### config.mk
export PLATFORM = sky130hd
export DESIGN_NAME = isptm_top
export DESIGN_NICKNAME = d
export VERILOG_FILES = /design/src/verilog/isptm_pkg.sv /design/src/verilog/isptm_top.sv
export SDC_FILE = /design/constraint.sdc
export NUM_CORES = 1
export LEC_CHECK = 0
export CAP_MARGIN = 20
export CORE_ASPECT_RATIO = 0.75
export CORE_MARGIN = 5
export CORE_UTILIZATION = 40
export DETAILED_ROUTE_END_ITERATION = 10
export DONT_BUFFER_PORTS = 1
export GPL_ROUTABILITY_DRIVEN = 0
export HOLD_SLACK_MARGIN = 0.12
export SLEW_MARGIN = 20
export SYNTH_ARGS = -nofsm -noshare
export SYNTH_HDL_FRONTEND = slang
export SYNTH_SLANG_ARGS = --single-unit
### constraint.sdc
create_clock -name i_sys_clk -period 4.25 [get_ports i_sys_clk]
set_clock_uncertainty 0.2 [all_clocks]
set_input_delay 0.2125 -clock i_sys_clk [delete_from_list [all_inputs] [get_ports i_sys_clk]]
set_output_delay 0.2125 -clock i_sys_clk [all_outputs]
set_load 0.02 [all_outputs]
### src/verilog/isptm_pkg.sv
package isptm_pkg;

  // ----------------------------------------------------------------
  // Register map (byte addresses on the APB bus)
  // ----------------------------------------------------------------
  localparam logic [7:0] ISPTM_OFS_STATUS = 8'h00; // Interrupt status register.
  localparam logic [7:0] ISPTM_OFS_RELOAD = 8'h04; // Proximity timer reload register.
  localparam logic [7:0] ISPTM_OFS_EVENTS = 8'h08; // Sticky event flags, write one to clear.
  localparam logic [7:0] ISPTM_OFS_MASK = 8'h0C; // Event mask, one enables the event.
  localparam logic [7:0] ISPTM_OFS_COUNT = 8'h10; // Live proximity timer count, read only.

  // ----------------------------------------------------------------
  // Field layout
  // ----------------------------------------------------------------
  localparam int ISPTM_PRIO_LSB = 8; // Priority field occupies bits 10:8.
  localparam int ISPTM_PRIO_W = 3; // Width of the priority field.
  localparam int ISPTM_VEC_LSB = 0; // Vector field occupies bits 5:0.
  localparam int ISPTM_VEC_W = 6; // Width of the vector field.
  localparam int ISPTM_EVT_W = 2; // Number of event flags.
  localparam int ISPTM_EVT_TRIG = 0; // Timer was triggered by an interrupt event.
  localparam int ISPTM_EVT_REL = 1; // Timer expired and released the request.

  // ----------------------------------------------------------------
  // Reset values
  // ----------------------------------------------------------------
  localparam logic [31:0] ISPTM_RST_STATUS = 32'h0000_0000; // Status after reset.
  localparam logic [31:0] ISPTM_RST_RELOAD = 32'h0000_0000; // Reload after reset.
  localparam logic [31:0] ISPTM_RST_COUNT = 32'h0000_0000; // Count after reset.
  localparam logic [1:0] ISPTM_RST_EVT = 2'h0; // Flags and mask after reset.

  // ----------------------------------------------------------------
  // Timer state machine
  // ----------------------------------------------------------------
  typedef enum logic [1:0] {
    ISPTM_IDLE = 2'b01, // No request held.
    ISPTM_HOLD = 2'b10  // Request held while the timer counts down.
  } isptm_state_e;

endpackage

### src/verilog/isptm_top.sv
// Overview of operation
// - Status shows latest delivered interrupt priority.
// - Status shows currently presented vector number.
// - Reload value loads timer on interrupt trigger.
// - Unimplemented status bits read as zero.
//
// The APB slave port and the placing of the registers were decided locally.
`timescale 1ns/1ps
`default_nettype none

module isptm_top (
  // Clock and reset.
  input wire logic i_sys_clk,
  input wire logic i_nrst,
  // APB slave port.
  input wire logic i_psel,
  input wire logic i_penable,
  input wire logic i_pwrite,
  input wire logic [7:0] i_paddr,
  input wire logic [31:0] i_pwdata,
  output logic [31:0] o_prdata,
  output logic o_pready,
  output logic o_pslverr,
  // Interrupt request from the source arbitration.
  input wire logic i_irq_valid,
  input wire logic [isptm_pkg::ISPTM_PRIO_W-1:0] i_irq_prio,
  input wire logic [isptm_pkg::ISPTM_VEC_W-1:0] i_irq_vec,
  // Request presented to the processor core.
  output logic o_core_irq,
  output logic [isptm_pkg::ISPTM_PRIO_W-1:0] o_core_prio,
  output logic [isptm_pkg::ISPTM_VEC_W-1:0] o_core_vec,
  // Summary interrupt line.
  output logic o_irq
);
  import isptm_pkg::*;

  // ----------------------------------------------------------------
  // State declarations
  // ----------------------------------------------------------------
  isptm_state_e state_q, state_d; // Timer state.
  logic [31:0] reload_q, reload_d; // Software reload value.
  logic [31:0] count_q, count_d; // Live down counter.
  logic [ISPTM_PRIO_W-1:0] prio_q, prio_d; // Latest delivered priority.
  logic [ISPTM_VEC_W-1:0] vec_q, vec_d; // Presented vector.
  logic [ISPTM_PRIO_W-1:0] hprio_q, hprio_d; // Priority of the held request.
  logic [ISPTM_VEC_W-1:0] hvec_q, hvec_d; // Vector of the held request.
  logic core_irq_q, core_irq_d; // Request line to the core.
  logic [ISPTM_EVT_W-1:0] evt_q, evt_d; // Sticky event flags.
  logic [ISPTM_EVT_W-1:0] mask_q, mask_d; // Event mask.
  logic irq_q, irq_d; // Summary interrupt.
  logic [31:0] prdata_q, prdata_d; // Read data register.
  logic pready_q, pready_d; // Ready register.
  logic pslverr_q, pslverr_d; // Error register.
  logic [ISPTM_EVT_W-1:0] evt_set; // Events raised this cycle.

  // Access phase of a transfer; the slave answers one cycle later.
  // Writes land at the first access edge, while the master still holds the request.
  logic acc;
  logic wr;
  assign acc = i_psel & i_penable & ~pready_q;
  assign wr = acc & i_pwrite;

  // Decodes a byte address into a known-register flag.
  function automatic logic isptm_mapped(input logic [7:0] a);
    isptm_mapped = (a == ISPTM_OFS_STATUS) || (a == ISPTM_OFS_RELOAD) ||
                   (a == ISPTM_OFS_EVENTS) || (a == ISPTM_OFS_MASK) ||
                   (a == ISPTM_OFS_COUNT);
  endfunction

  // ----------------------------------------------------------------
  // Proximity timer and request holding
  // ----------------------------------------------------------------
  // An incoming request arms the timer from the reload value; the request is held back
  // from the core until the count reaches zero, which coalesces bursts of interrupts.
  always_comb begin
    state_d = state_q;
    count_d = count_q;
    hprio_d = hprio_q;
    hvec_d = hvec_q;
    prio_d = prio_q;
    vec_d = vec_q;
    core_irq_d = core_irq_q;
    evt_set = '0;
    case (state_q)
      ISPTM_IDLE: begin
        if (i_irq_valid) begin
          count_d = reload_q;
          hprio_d = i_irq_prio;
          hvec_d = i_irq_vec;
          evt_set[ISPTM_EVT_TRIG] = 1'b1;
          state_d = ISPTM_HOLD;
        end
      end
      ISPTM_HOLD: begin
        // A newer request updates what is held but does not restart the count.
        if (i_irq_valid) begin
          hprio_d = i_irq_prio;
          hvec_d = i_irq_vec;
        end
        if (count_q == 32'h0000_0000) begin
          core_irq_d = 1'b1;
          prio_d = i_irq_valid ? i_irq_prio : hprio_q;
          vec_d = i_irq_valid ? i_irq_vec : hvec_q;
          evt_set[ISPTM_EVT_REL] = 1'b1;
          state_d = ISPTM_IDLE;
        end else begin
          count_d = count_q - 32'h0000_0001;
        end
      end
      default: begin
        state_d = ISPTM_IDLE;
      end
    endcase
    // The core request drops once the source withdraws it and the timer is idle.
    if (core_irq_q && !i_irq_valid && state_q == ISPTM_IDLE) begin
      core_irq_d = 1'b0;
    end
    // Software may also write the status fields directly.
    if (wr && i_paddr == ISPTM_OFS_STATUS) begin
      prio_d = i_pwdata[ISPTM_PRIO_LSB +: ISPTM_PRIO_W];
      vec_d = i_pwdata[ISPTM_VEC_LSB +: ISPTM_VEC_W];
    end
  end

  // Timer state registers; the reset branch loads constants only, so the flops clear
  // at once without waiting for a clock edge.
  always_ff @(posedge i_sys_clk or negedge i_nrst) begin
    if (!i_nrst) begin
      state_q <= ISPTM_IDLE;
      count_q <= ISPTM_RST_COUNT;
      hprio_q <= '0;
      hvec_q <= '0;
      prio_q <= ISPTM_RST_STATUS[ISPTM_PRIO_LSB +: ISPTM_PRIO_W];
      vec_q <= ISPTM_RST_STATUS[ISPTM_VEC_LSB +: ISPTM_VEC_W];
      core_irq_q <= 1'b0;
    end else begin
      state_q <= state_d;
      count_q <= count_d;
      hprio_q <= hprio_d;
      hvec_q <= hvec_d;
      prio_q <= prio_d;
      vec_q <= vec_d;
      core_irq_q <= core_irq_d;
    end
  end

  // ----------------------------------------------------------------
  // Register file, events and APB answer
  // ----------------------------------------------------------------
  // Reads return in the cycle after the access phase starts; an unmapped address
  // answers with pslverr and zero data so firmware faults are visible.
  always_comb begin
    reload_d = reload_q;
    mask_d = mask_q;
    evt_d = evt_q;
    prdata_d = prdata_q;
    pready_d = 1'b0;
    pslverr_d = 1'b0;
    if (wr && i_paddr == ISPTM_OFS_RELOAD) begin
      reload_d = i_pwdata;
    end
    if (wr && i_paddr == ISPTM_OFS_MASK) begin
      mask_d = i_pwdata[ISPTM_EVT_W-1:0];
    end
    if (wr && i_paddr == ISPTM_OFS_EVENTS) begin
      evt_d = evt_q & ~i_pwdata[ISPTM_EVT_W-1:0];
    end
    // A new event wins over a clear in the same cycle.
    evt_d = evt_d | evt_set;
    irq_d = |(evt_d & mask_d);
    if (acc) begin
      pready_d = 1'b1;
      pslverr_d = ~isptm_mapped(i_paddr);
      prdata_d = 32'h0000_0000;
      if (!i_pwrite) begin
        case (i_paddr)
          ISPTM_OFS_STATUS: begin
            prdata_d[ISPTM_PRIO_LSB +: ISPTM_PRIO_W] = prio_q;
            prdata_d[ISPTM_VEC_LSB +: ISPTM_VEC_W] = vec_q;
          end
          ISPTM_OFS_RELOAD: prdata_d = reload_q;
          ISPTM_OFS_EVENTS: prdata_d[ISPTM_EVT_W-1:0] = evt_q;
          ISPTM_OFS_MASK: prdata_d[ISPTM_EVT_W-1:0] = mask_q;
          ISPTM_OFS_COUNT: prdata_d = count_q;
          default: prdata_d = 32'h0000_0000;
        endcase
      end
    end
  end

  // Register file and bus answer flops; the APB outputs and o_irq are taken straight
  // from these, which keeps decode paths out of the output timing.
  always_ff @(posedge i_sys_clk or negedge i_nrst) begin
    if (!i_nrst) begin
      reload_q <= ISPTM_RST_RELOAD;
      mask_q <= ISPTM_RST_EVT;
      evt_q <= ISPTM_RST_EVT;
      irq_q <= 1'b0;
      prdata_q <= 32'h0000_0000;
      pready_q <= 1'b0;
      pslverr_q <= 1'b0;
    end else begin
      reload_q <= reload_d;
      mask_q <= mask_d;
      evt_q <= evt_d;
      irq_q <= irq_d;
      prdata_q <= prdata_d;
      pready_q <= pready_d;
      pslverr_q <= pslverr_d;
    end
  end

  // Outputs come straight from flip-flops.
  assign o_prdata = prdata_q;
  assign o_pready = pready_q;
  assign o_pslverr = pslverr_q;
  assign o_core_irq = core_irq_q;
  assign o_core_prio = prio_q;
  assign o_core_vec = vec_q;
  assign o_irq = irq_q;

endmodule

`default_nettype wire
**Yosys cells after proc, flatten, opt, wreduce, memory -nomap -nowiden**

Index checks and enable logic that the tools add are counted.

- Input port bits: 55
- Logic and storage cells: 88
- Flip-flop bits (word level): 124
- Output and inout bits: 45

- Reduce and logical (&&, ||, !) cells: 24
- Equality and inequality tests: 9
- Bitwise operators: 9
- Add/subtract/negate cells: 1
- Multiplexer cells: 31

Operator list:

| cell | count |
|---|---|
| 32-bit 2-to-1 mux | 3 |
| 32-bit case mux with 2 select lines | 1 |
| 21-bit case mux with 2 select lines | 1 |
| 32-bit zero test | 1 |
| 32-bit by 1-bit subtractor with 32-bit output (second input constant) | 1 |
| 6-bit 2-to-1 mux | 4 |
| 8-bit by 4-bit == test with 1-bit output (second input constant) | 2 |
| 3-bit 2-to-1 mux | 4 |
| 4-bit case mux with 3 select lines | 1 |
| 2-bit case mux with 5 select lines | 1 |
| 2-bit nonzero test | 5 |
| 1-bit 2-to-1 mux | 9 |
| 3-bit case mux with 3 select lines | 1 |
| 8-bit by 3-bit == test with 1-bit output (second input constant) | 1 |
| 8-bit by 5-bit == test with 1-bit output (second input constant) | 1 |
| 8-bit zero test | 1 |
| 2-bit 2-to-1 mux | 4 |
| 2-bit case mux with 2 select lines | 2 |
| 1-bit logical AND | 6 |
| 2-bit != test (second input constant) | 3 |
| 2-bit AND reduction | 3 |
| 2-bit bitwise AND | 2 |
| 1-bit logical OR | 4 |
| 2-bit OR reduction | 2 |
| 8 further kinds | 11 |

**Logic depth before layout (Yosys ltp)**

Gate-level depths: netlist (run 1).

- Depth in word-level cells: 8
- Depth in mapped cells: 9
- Mapped depth without buffers: 7

**Worst setup path before layout (run 1)**

No wires, ideal clock.

- Path kind: register to register
- Start: reg count_q[0]
- End: reg prio_q[0] (netlist: o_core_prio[0])
- Stages on the path, launching flop included: 10
- Library setup time: 0.125 ns
- Arrival: 2.632 ns
- Slack: 1.293 ns
- Data required time: 3.925 ns
- Buffers on the path: 2
- Clock period less this slack: 2.957 ns
- Cells stage by stage: dfrtp_1 inv_1 ha_1 or3b_2 or4_4 buf_6 nor3_4 buf_6 mux2_1 mux2_2

- Longest elaborated chain between the ends: 3

RTL lines:

| element | line | RTL |
|---|---|---|
| start: declaration | isptm_top.sv:42 | `logic [31:0] count_q, count_d;` |
| start signal: assignment | isptm_top.sv:138 | `count_q <= count_d;` |
| 32-bit zero test | isptm_top.sv:100 | `if (count_q == 32'h0000_0000) begin` |
| 2-bit nonzero test (no line) | n/a |  |
| 2-bit AND reduction (no line) | n/a |  |
| end signal: assignment | isptm_top.sv:133 | `prio_q <= ISPTM_RST_STATUS[ISPTM_PRIO_LSB +: ISPTM_PRIO_W];` |
| end signal: assignment | isptm_top.sv:141 | `prio_q <= prio_d;` |
| end: declaration | isptm_top.sv:43 | `logic [ISPTM_PRIO_W-1:0] prio_q, prio_d;` |

No other way between the ends.
A chain may end at the register's enable or synchronous reset.

**Worst setup path in the final report (run 1)**

- Start: reg count_q[1]
- End: reg vec_q[1] (netlist: o_core_vec[1])

- Longest elaborated chain between the ends: 3

RTL lines:

| element | line | RTL |
|---|---|---|
| 32-bit zero test | isptm_top.sv:100 |  |
| 2-bit nonzero test (no line) | n/a |  |
| 2-bit AND reduction (no line) | n/a |  |
| end signal: assignment | isptm_top.sv:134 | `vec_q <= ISPTM_RST_STATUS[ISPTM_VEC_LSB +: ISPTM_VEC_W];` |
| end signal: assignment | isptm_top.sv:142 | `vec_q <= vec_d;` |
| end: declaration | isptm_top.sv:44 | `logic [ISPTM_VEC_W-1:0] vec_q, vec_d;` |

No other way between the ends.

==> reports/results.ini, run 1 <==
[status]
outcome=completed

[drt]
wl_per_cell_um=19.9
drc=0
drt_wl_total_um=17100
drt_iter0_drc=402
vias=5010
vias_per_cell=5.83
first_pass_iters=5
ant_nets=0

[critical_path]
endpoint_kind=register
required_ns=4.35
cp-start-kind=register
crit_arrival_ns=3.95
worst-path-max-fanout=10
path_class=reg2reg

[grt]
grt_util_all_layers_pct=18.8
grt_pass1_wl_um=27600
grt_max_degree=125
gr-total-overflow=0
grt_pass1_vias=5147
grt_antenna_before_repair=1

[sta]
max_slew_margin_pct=23.7
max_freq_ghz=0.260
rsz0062_at_grt=false
finalCritPeriodShare_pct=90.6
maxSlewViolCount=0
fin_crit_ns=3.85
fin_ws_ns=0.402
tns_ns=0
finalSetupViolations=0
hold_viol=0
tightest_slew_ns=1.15

[clock_network]
cts_made_buffers=17
insertion_delay_ns=0.42
hold_buffers=63
post_cts_buffers=0
htree_levels=4
cts_max_path_buffers=2
clock-sinks=124
post_cts_resized=0
cts_root_buf=clkbuf_16
cts.clk_slew.worst_paths_ns=0.06
cts_tree=yes

[finish]
nNetsFinal=700
fillers=1370
drive_gt1_share_pct=18.8
final_cell_mix=123 x dfrtp_1, 64 x mux2_2, 62 x dlygate4sd3_1
area.growth.synth_to_final_pct=21.5
n_antenna_cell=0
layout_commonest_cell=dfrtp_1

[flow_run]
maxCapViolCount=0

[synthesis]
yosys.area_share.simple_pct=12.7
synth-compound-area-share_pct=18.1
synth_xor_area_share_pct=0
synth_edf_count=0
synth_fp_nets=646
synth_seq_cells=124
synth_top_family_by_area=compound AO/OA/AOI/OAI gates
synthMuxAreaShare_pct=15.3
synth_adder_area_share_pct=0.599
synth_cells=588
syn_area_per_cell_um2=10.7
synth_area_um2=6260
synth_seq_area_share_pct=49.6
ys.flop_type=dfrtp_1
yosysWarnings=0
yosysUniqueCellTypes=67
async_flop_share_pct=100

[floorplan]
die_area_um2=18300
boundaryPins=100
die_y_um=118
fp.dieW_um=154
row_count=39
start_util_pct=41.0
core_area_um2=15300

[power]
power_leakage_nw=3.32
ir_drop_mv=0.239
power.density_nw_per_um2=352

[place]
preCtsSetupSlack_ns=0.960
dp_hpwl_um=11300
io_buffers=0

[min_path]
min_path_type=in2reg

==> through the flow <==
step	power (mW)	cells	hold slack, ns	instance area (um2)	utilization [%]
after floorplan	1.28	588	-0.283	6260	-
after global placement	1.28	765	-0.277	6410	41.9
final	2.68	859	0.132	7610	49.8
after detailed placement	1.28	765	-0.277	6410	41.9
after global routing	2.77	859	0.160	7610	49.8
after CTS	2.71	859	0.124	7600	49.8
==> final cells by class <==
| cell class | instances | area [um2] | area share [%] |
|---|---|---|---|
| sequential | 124 | 3100 | 40.8 |
| multi-input combinational | 415 | 2940 | 38.6 |
| timing repair buffer | 73 | 723 | 9.50 |
| clock buffer | 20 | 447 | 5.87 |
| tap | 205 | 256 | 3.37 |
| clock inverter | 11 | 97.6 | 1.28 |
| inverter | 11 | 41.3 | 0.543 |
==> flip-flops by register name, summed over array words and instances (netlist names) <==
register / cells
o_irq: 1
count_q: 32
reload_q: 32
o_core_irq: 1
o_pready: 1
o_core_prio: 3
o_pslverr: 1
evt_q: 2
o_core_vec: 6
state_q: 2
o_prdata: 32
hprio_q: 3
hvec_q: 6
mask_q: 2
==> final timing paths <==
kind | to | slack, ns | start | cells past startpoint
setup / recovery | o_core_vec[1] | 0.40 | count_q[1] | 8
hold / removal | count_q[19] | 0.13 | i_irq_valid | 3
setup reg to reg | o_core_vec[1] | 0.40 | count_q[1] | 8
hold reg to reg | hvec_q[3] | 0.31 | hvec_q[3] | 1
max in group asynchronous | o_pready | 3.13 | i_nrst | 2
min in group asynchronous | count_q[11] | 0.27 | i_nrst | 2
==> power by group <==
part / leakage (nW) / switching, mW / total [mW] / internal, mW
registers: 1.57 / 0.0142 / 1.21 / 1.20
logic: 1.49 / 0.0637 / 0.129 / 0.0657
clock network: 0.258 / 0.531 / 1.34 / 0.811
total: 3.32 / 0.608 / 2.68 / 2.07
==> per-layer routing <==
layer	up-vias	global-route usage (%)	part of all wire, %	wire [um]
met5	-	0	0	0
met4	0	4.08	0.34	59
met3	4	6.54	7.9	1360
met2	186	26.9	44	7530
met1	2506	27.5	48	8170
li1	2314	-	-	-
==> logic make-up (layout without fill, tap and decap cells) <==
kind of cell | after synthesis | count (layout)
compound gates | 176 | 176
fa+ha+maj | 3 | 3
buf+inv | 49 | 115
flops | 124 | 124
mux | 87 | 87
simple gates | 149 | 149
==> Yosys cell counts, types with 3 or more instances <==
cell	count	area (um2)
dfrtp_1	123	3080
mux2_2	64	721
nand2_1	57	214
o21ai_0	55	275
a21oi_1	33	165
a22oi_1	23	173
nor2_1	21	78.8
clkbuf_1	20	75.1
mux2i_1	17	170
o22ai_1	13	81.3
nand3_1	12	60.1
a22o_1	11	96.3
inv_1	11	41.3
nor4_1	9	56.3
nor2b_1	8	50.1
a31oi_1	7	43.8
buf_2	7	35.0
mux2_1	6	67.6
nand4_1	6	37.5
a2bb2oi_1	5	43.8
buf_1	5	18.8
nor3_1	5	25.0
or3_1	4	25.0
or4_1	4	30.0
and3_1	3	18.8
buf_6	3	33.8
ha_1	3	37.5
==> worst max-delay path, stage by stage (launching register included) <==
cell and delay (ns):
dfrtp_1 0.42, inv_1 0.11, ha_1 0.20, or3b_2 0.52, or4_4 0.52, nor3_4 0.54
mux2_2 0.40, mux2_2 0.26, dlygate4sd3_1 0.56
Note: power is estimated with default switching activity, not from simulation.
==> inputs of run 2 (changes only) <==
--- a/config.mk
+++ b/config.mk
@@ -5,12 +5,12 @@
 export SDC_FILE = /design/constraint.sdc
 export NUM_CORES = 1
 export LEC_CHECK = 0
+export BUFFER_PORTS_ARGS = -buffer_cell sky130_fd_sc_hd__buf_4
 export CAP_MARGIN = 20
 export CORE_ASPECT_RATIO = 0.75
 export CORE_MARGIN = 5
 export CORE_UTILIZATION = 40
 export DETAILED_ROUTE_END_ITERATION = 10
-export DONT_BUFFER_PORTS = 1
 export GPL_ROUTABILITY_DRIVEN = 0
 export HOLD_SLACK_MARGIN = 0.12
 export SLEW_MARGIN = 20
==> reports/results.ini, run 2 (synthesis gave the netlist of run 1 again) <==
[power]
power.density_nw_per_um2=332  ; -5.7%
switchingPower_uw=619  ; +1.7%
ir_drop_mv=0.212  ; -11%
p_seq_share_pct=43.8  ; -1.3 points
swShare_pct=22.5  ; -0.22 points
pwr-share-comb_pct=6.2  ; +1.4 points
p_clk_share_pct=50.0  ; about the same
power_leakage_nw=3.80  ; +14%
p_int_mw=2.13  ; +2.9%
power_mw=2.75  ; +2.7%

[sta]
max_slew_margin_pct=24.4  ; +0.79 points
finalCritPeriodShare_pct=92.3  ; +1.8 points
fin_crit_ns=3.92  ; +0.0749 ns
hold_viol=0  ; unchanged
tightest_slew_ns=1.13  ; -0.0186 ns
rsz0062_at_grt=false
tns_ns=0  ; unchanged
maxSlewViolCount=0  ; unchanged
hold_slack_ns=0.165  ; +0.0332 ns
max_freq_ghz=0.255  ; -1.9%
finalSetupViolations=0  ; unchanged

[floorplan]
boundaryPins=100  ; unchanged
start_util_pct=41.0  ; unchanged
core_area_um2=15300  ; unchanged
die_area_um2=18300  ; unchanged
row_count=39  ; unchanged
die_y_um=118  ; unchanged
fp.dieW_um=154  ; unchanged

[grt]
grt_util_all_layers_pct=19.0  ; +0.22 points
grt_max_degree=125  ; unchanged
grt_pass1_vias=5399  ; +4.9%
grt_antenna_before_repair=0  ; -1
gr-total-overflow=0  ; unchanged
grt_pass1_wl_um=28200  ; +2.3%

[critical_path]
worst-path-max-fanout=13  ; +3
path_class=reg2reg
r2r_start=count_q[0]
r2r_cells=8  ; unchanged
reg2reg_to=o_core_vec[2]
endpoint_kind=register
required_ns=4.35  ; about the same
rrSetupSlack_ns=0.33  ; -0.07 ns
cp-start-kind=register
crit_arrival_ns=4.02  ; +0.07 ns

[min_path]
hold_depth=3  ; unchanged
min_path_type=in2reg
whs_endpoint=o_pslverr
hp-start=i_paddr[4]

[finish]
layout_commonest_cell=dfrtp_1
drive_gt1_share_pct=30.0  ; +11 points
area.growth.synth_to_final_pct=32.2
fillers=1356  ; -1.0%
final_cell_mix=123 x dfrtp_1, 110 x buf_4, 64 x mux2_2
nNetsFinal=792  ; +13%
n_antenna_cell=0  ; unchanged

[drt]
vias=5286  ; +5.5%
drt_iter0_drc=429  ; +6.7%
first_pass_iters=5  ; unchanged
ant_nets=0  ; unchanged
drc=0  ; unchanged
wl_per_cell_um=17.9  ; -10%
vias_per_cell=5.55  ; -4.8%
drt_wl_total_um=17000  ; -0.72%

[clock_network]
clock-sinks=124  ; unchanged
cts_root_buf=clkbuf_16
cts.clk_slew.worst_paths_ns=0.05  ; about the same
insertion_delay_ns=0.42  ; about the same
cts_tree=yes
cts_max_path_buffers=2  ; unchanged
post_cts_buffers=0  ; unchanged
htree_levels=4  ; unchanged
cts_made_buffers=17  ; unchanged

[place]
io_buffers=99  ; +99
dp_hpwl_um=11500  ; +1.5%

[flow_run]
maxCapViolCount=0  ; unchanged

[status]
outcome=completed

run 2: area by class of cell:
class	instances	area, um2	share of cell area [%]
clock buffers	21	470	5.68
clock inverters	11	93.8	1.13
inverters	11	41.3	0.498
multi-input cells	415	2930	35.4
flip-flops and latches	124	3100	37.5
well taps	205	256	3.10
repair buffers	165	1390	16.7
run 2: through the flow:
step	area [um2]	instances	setup slack, ns	utilization (%)
3_5_place_dp	7180	866	0.849	47.0
5_1_grt	8280	952	0.215	54.2
4_1_cts	8280	952	0.328	54.2
3_3_place_gp	7180	866	1.01	47.0
2_1_floorplan	6260	588	1.29	-
6_report	8280	952	0.327	54.2
run 2: power groups by stage:
stage / Clock (mW) / Sequential [mW] / Combinational, mW
after floorplan: 0 / 1.23 / 0.0477
after global placement: 0 / 1.23 / 0.133
after detailed placement: 0 / 1.23 / 0.137
after CTS: 1.40 / 1.21 / 0.174
after global routing: 1.46 / 1.21 / 0.189
final: 1.38 / 1.21 / 0.171
run 2: what timing repair did:
action / CTS / global route
hold endpoints to repair: 185 / 0
hold buffers: 54 / 0
resized for setup: 0 / 0
run 2: how the worst max path moves through the flow:
stage,start,to,slack [ns],cells after the start
after floorplan,count_q[0],o_core_prio[0],1.29,9
after global placement,count_q[0],o_core_vec[0],1.01,7
after detailed placement,count_q[0],o_core_prio[1],0.85,7
after CTS,count_q[0],o_core_vec[2],0.33,8
after global routing,count_q[0],o_core_vec[2],0.21,8
final,count_q[0],o_core_vec[2],0.33,8
run 2: layer usage:
metal | up-vias | GRT usage [%] | share of wire, %
met5 | - | 0 | 0
met4 | 0 | 4.58 | 1.0
met3 | 21 | 5.33 | 6.2
met2 | 158 | 27.6 | 44
met1 | 2611 | 28.1 | 49
li1 | 2496 | - | -
run 2: critical path, stage by stage, from the launching register on:
cell,delay [ns]
dfrtp_1,0.45
inv_1,0.09
ha_1,0.20
or3b_2,0.52
or4_4,0.52
nor3_4,0.61
mux2_2,0.40
mux2_2,0.25
dlygate4sd3_1,0.55
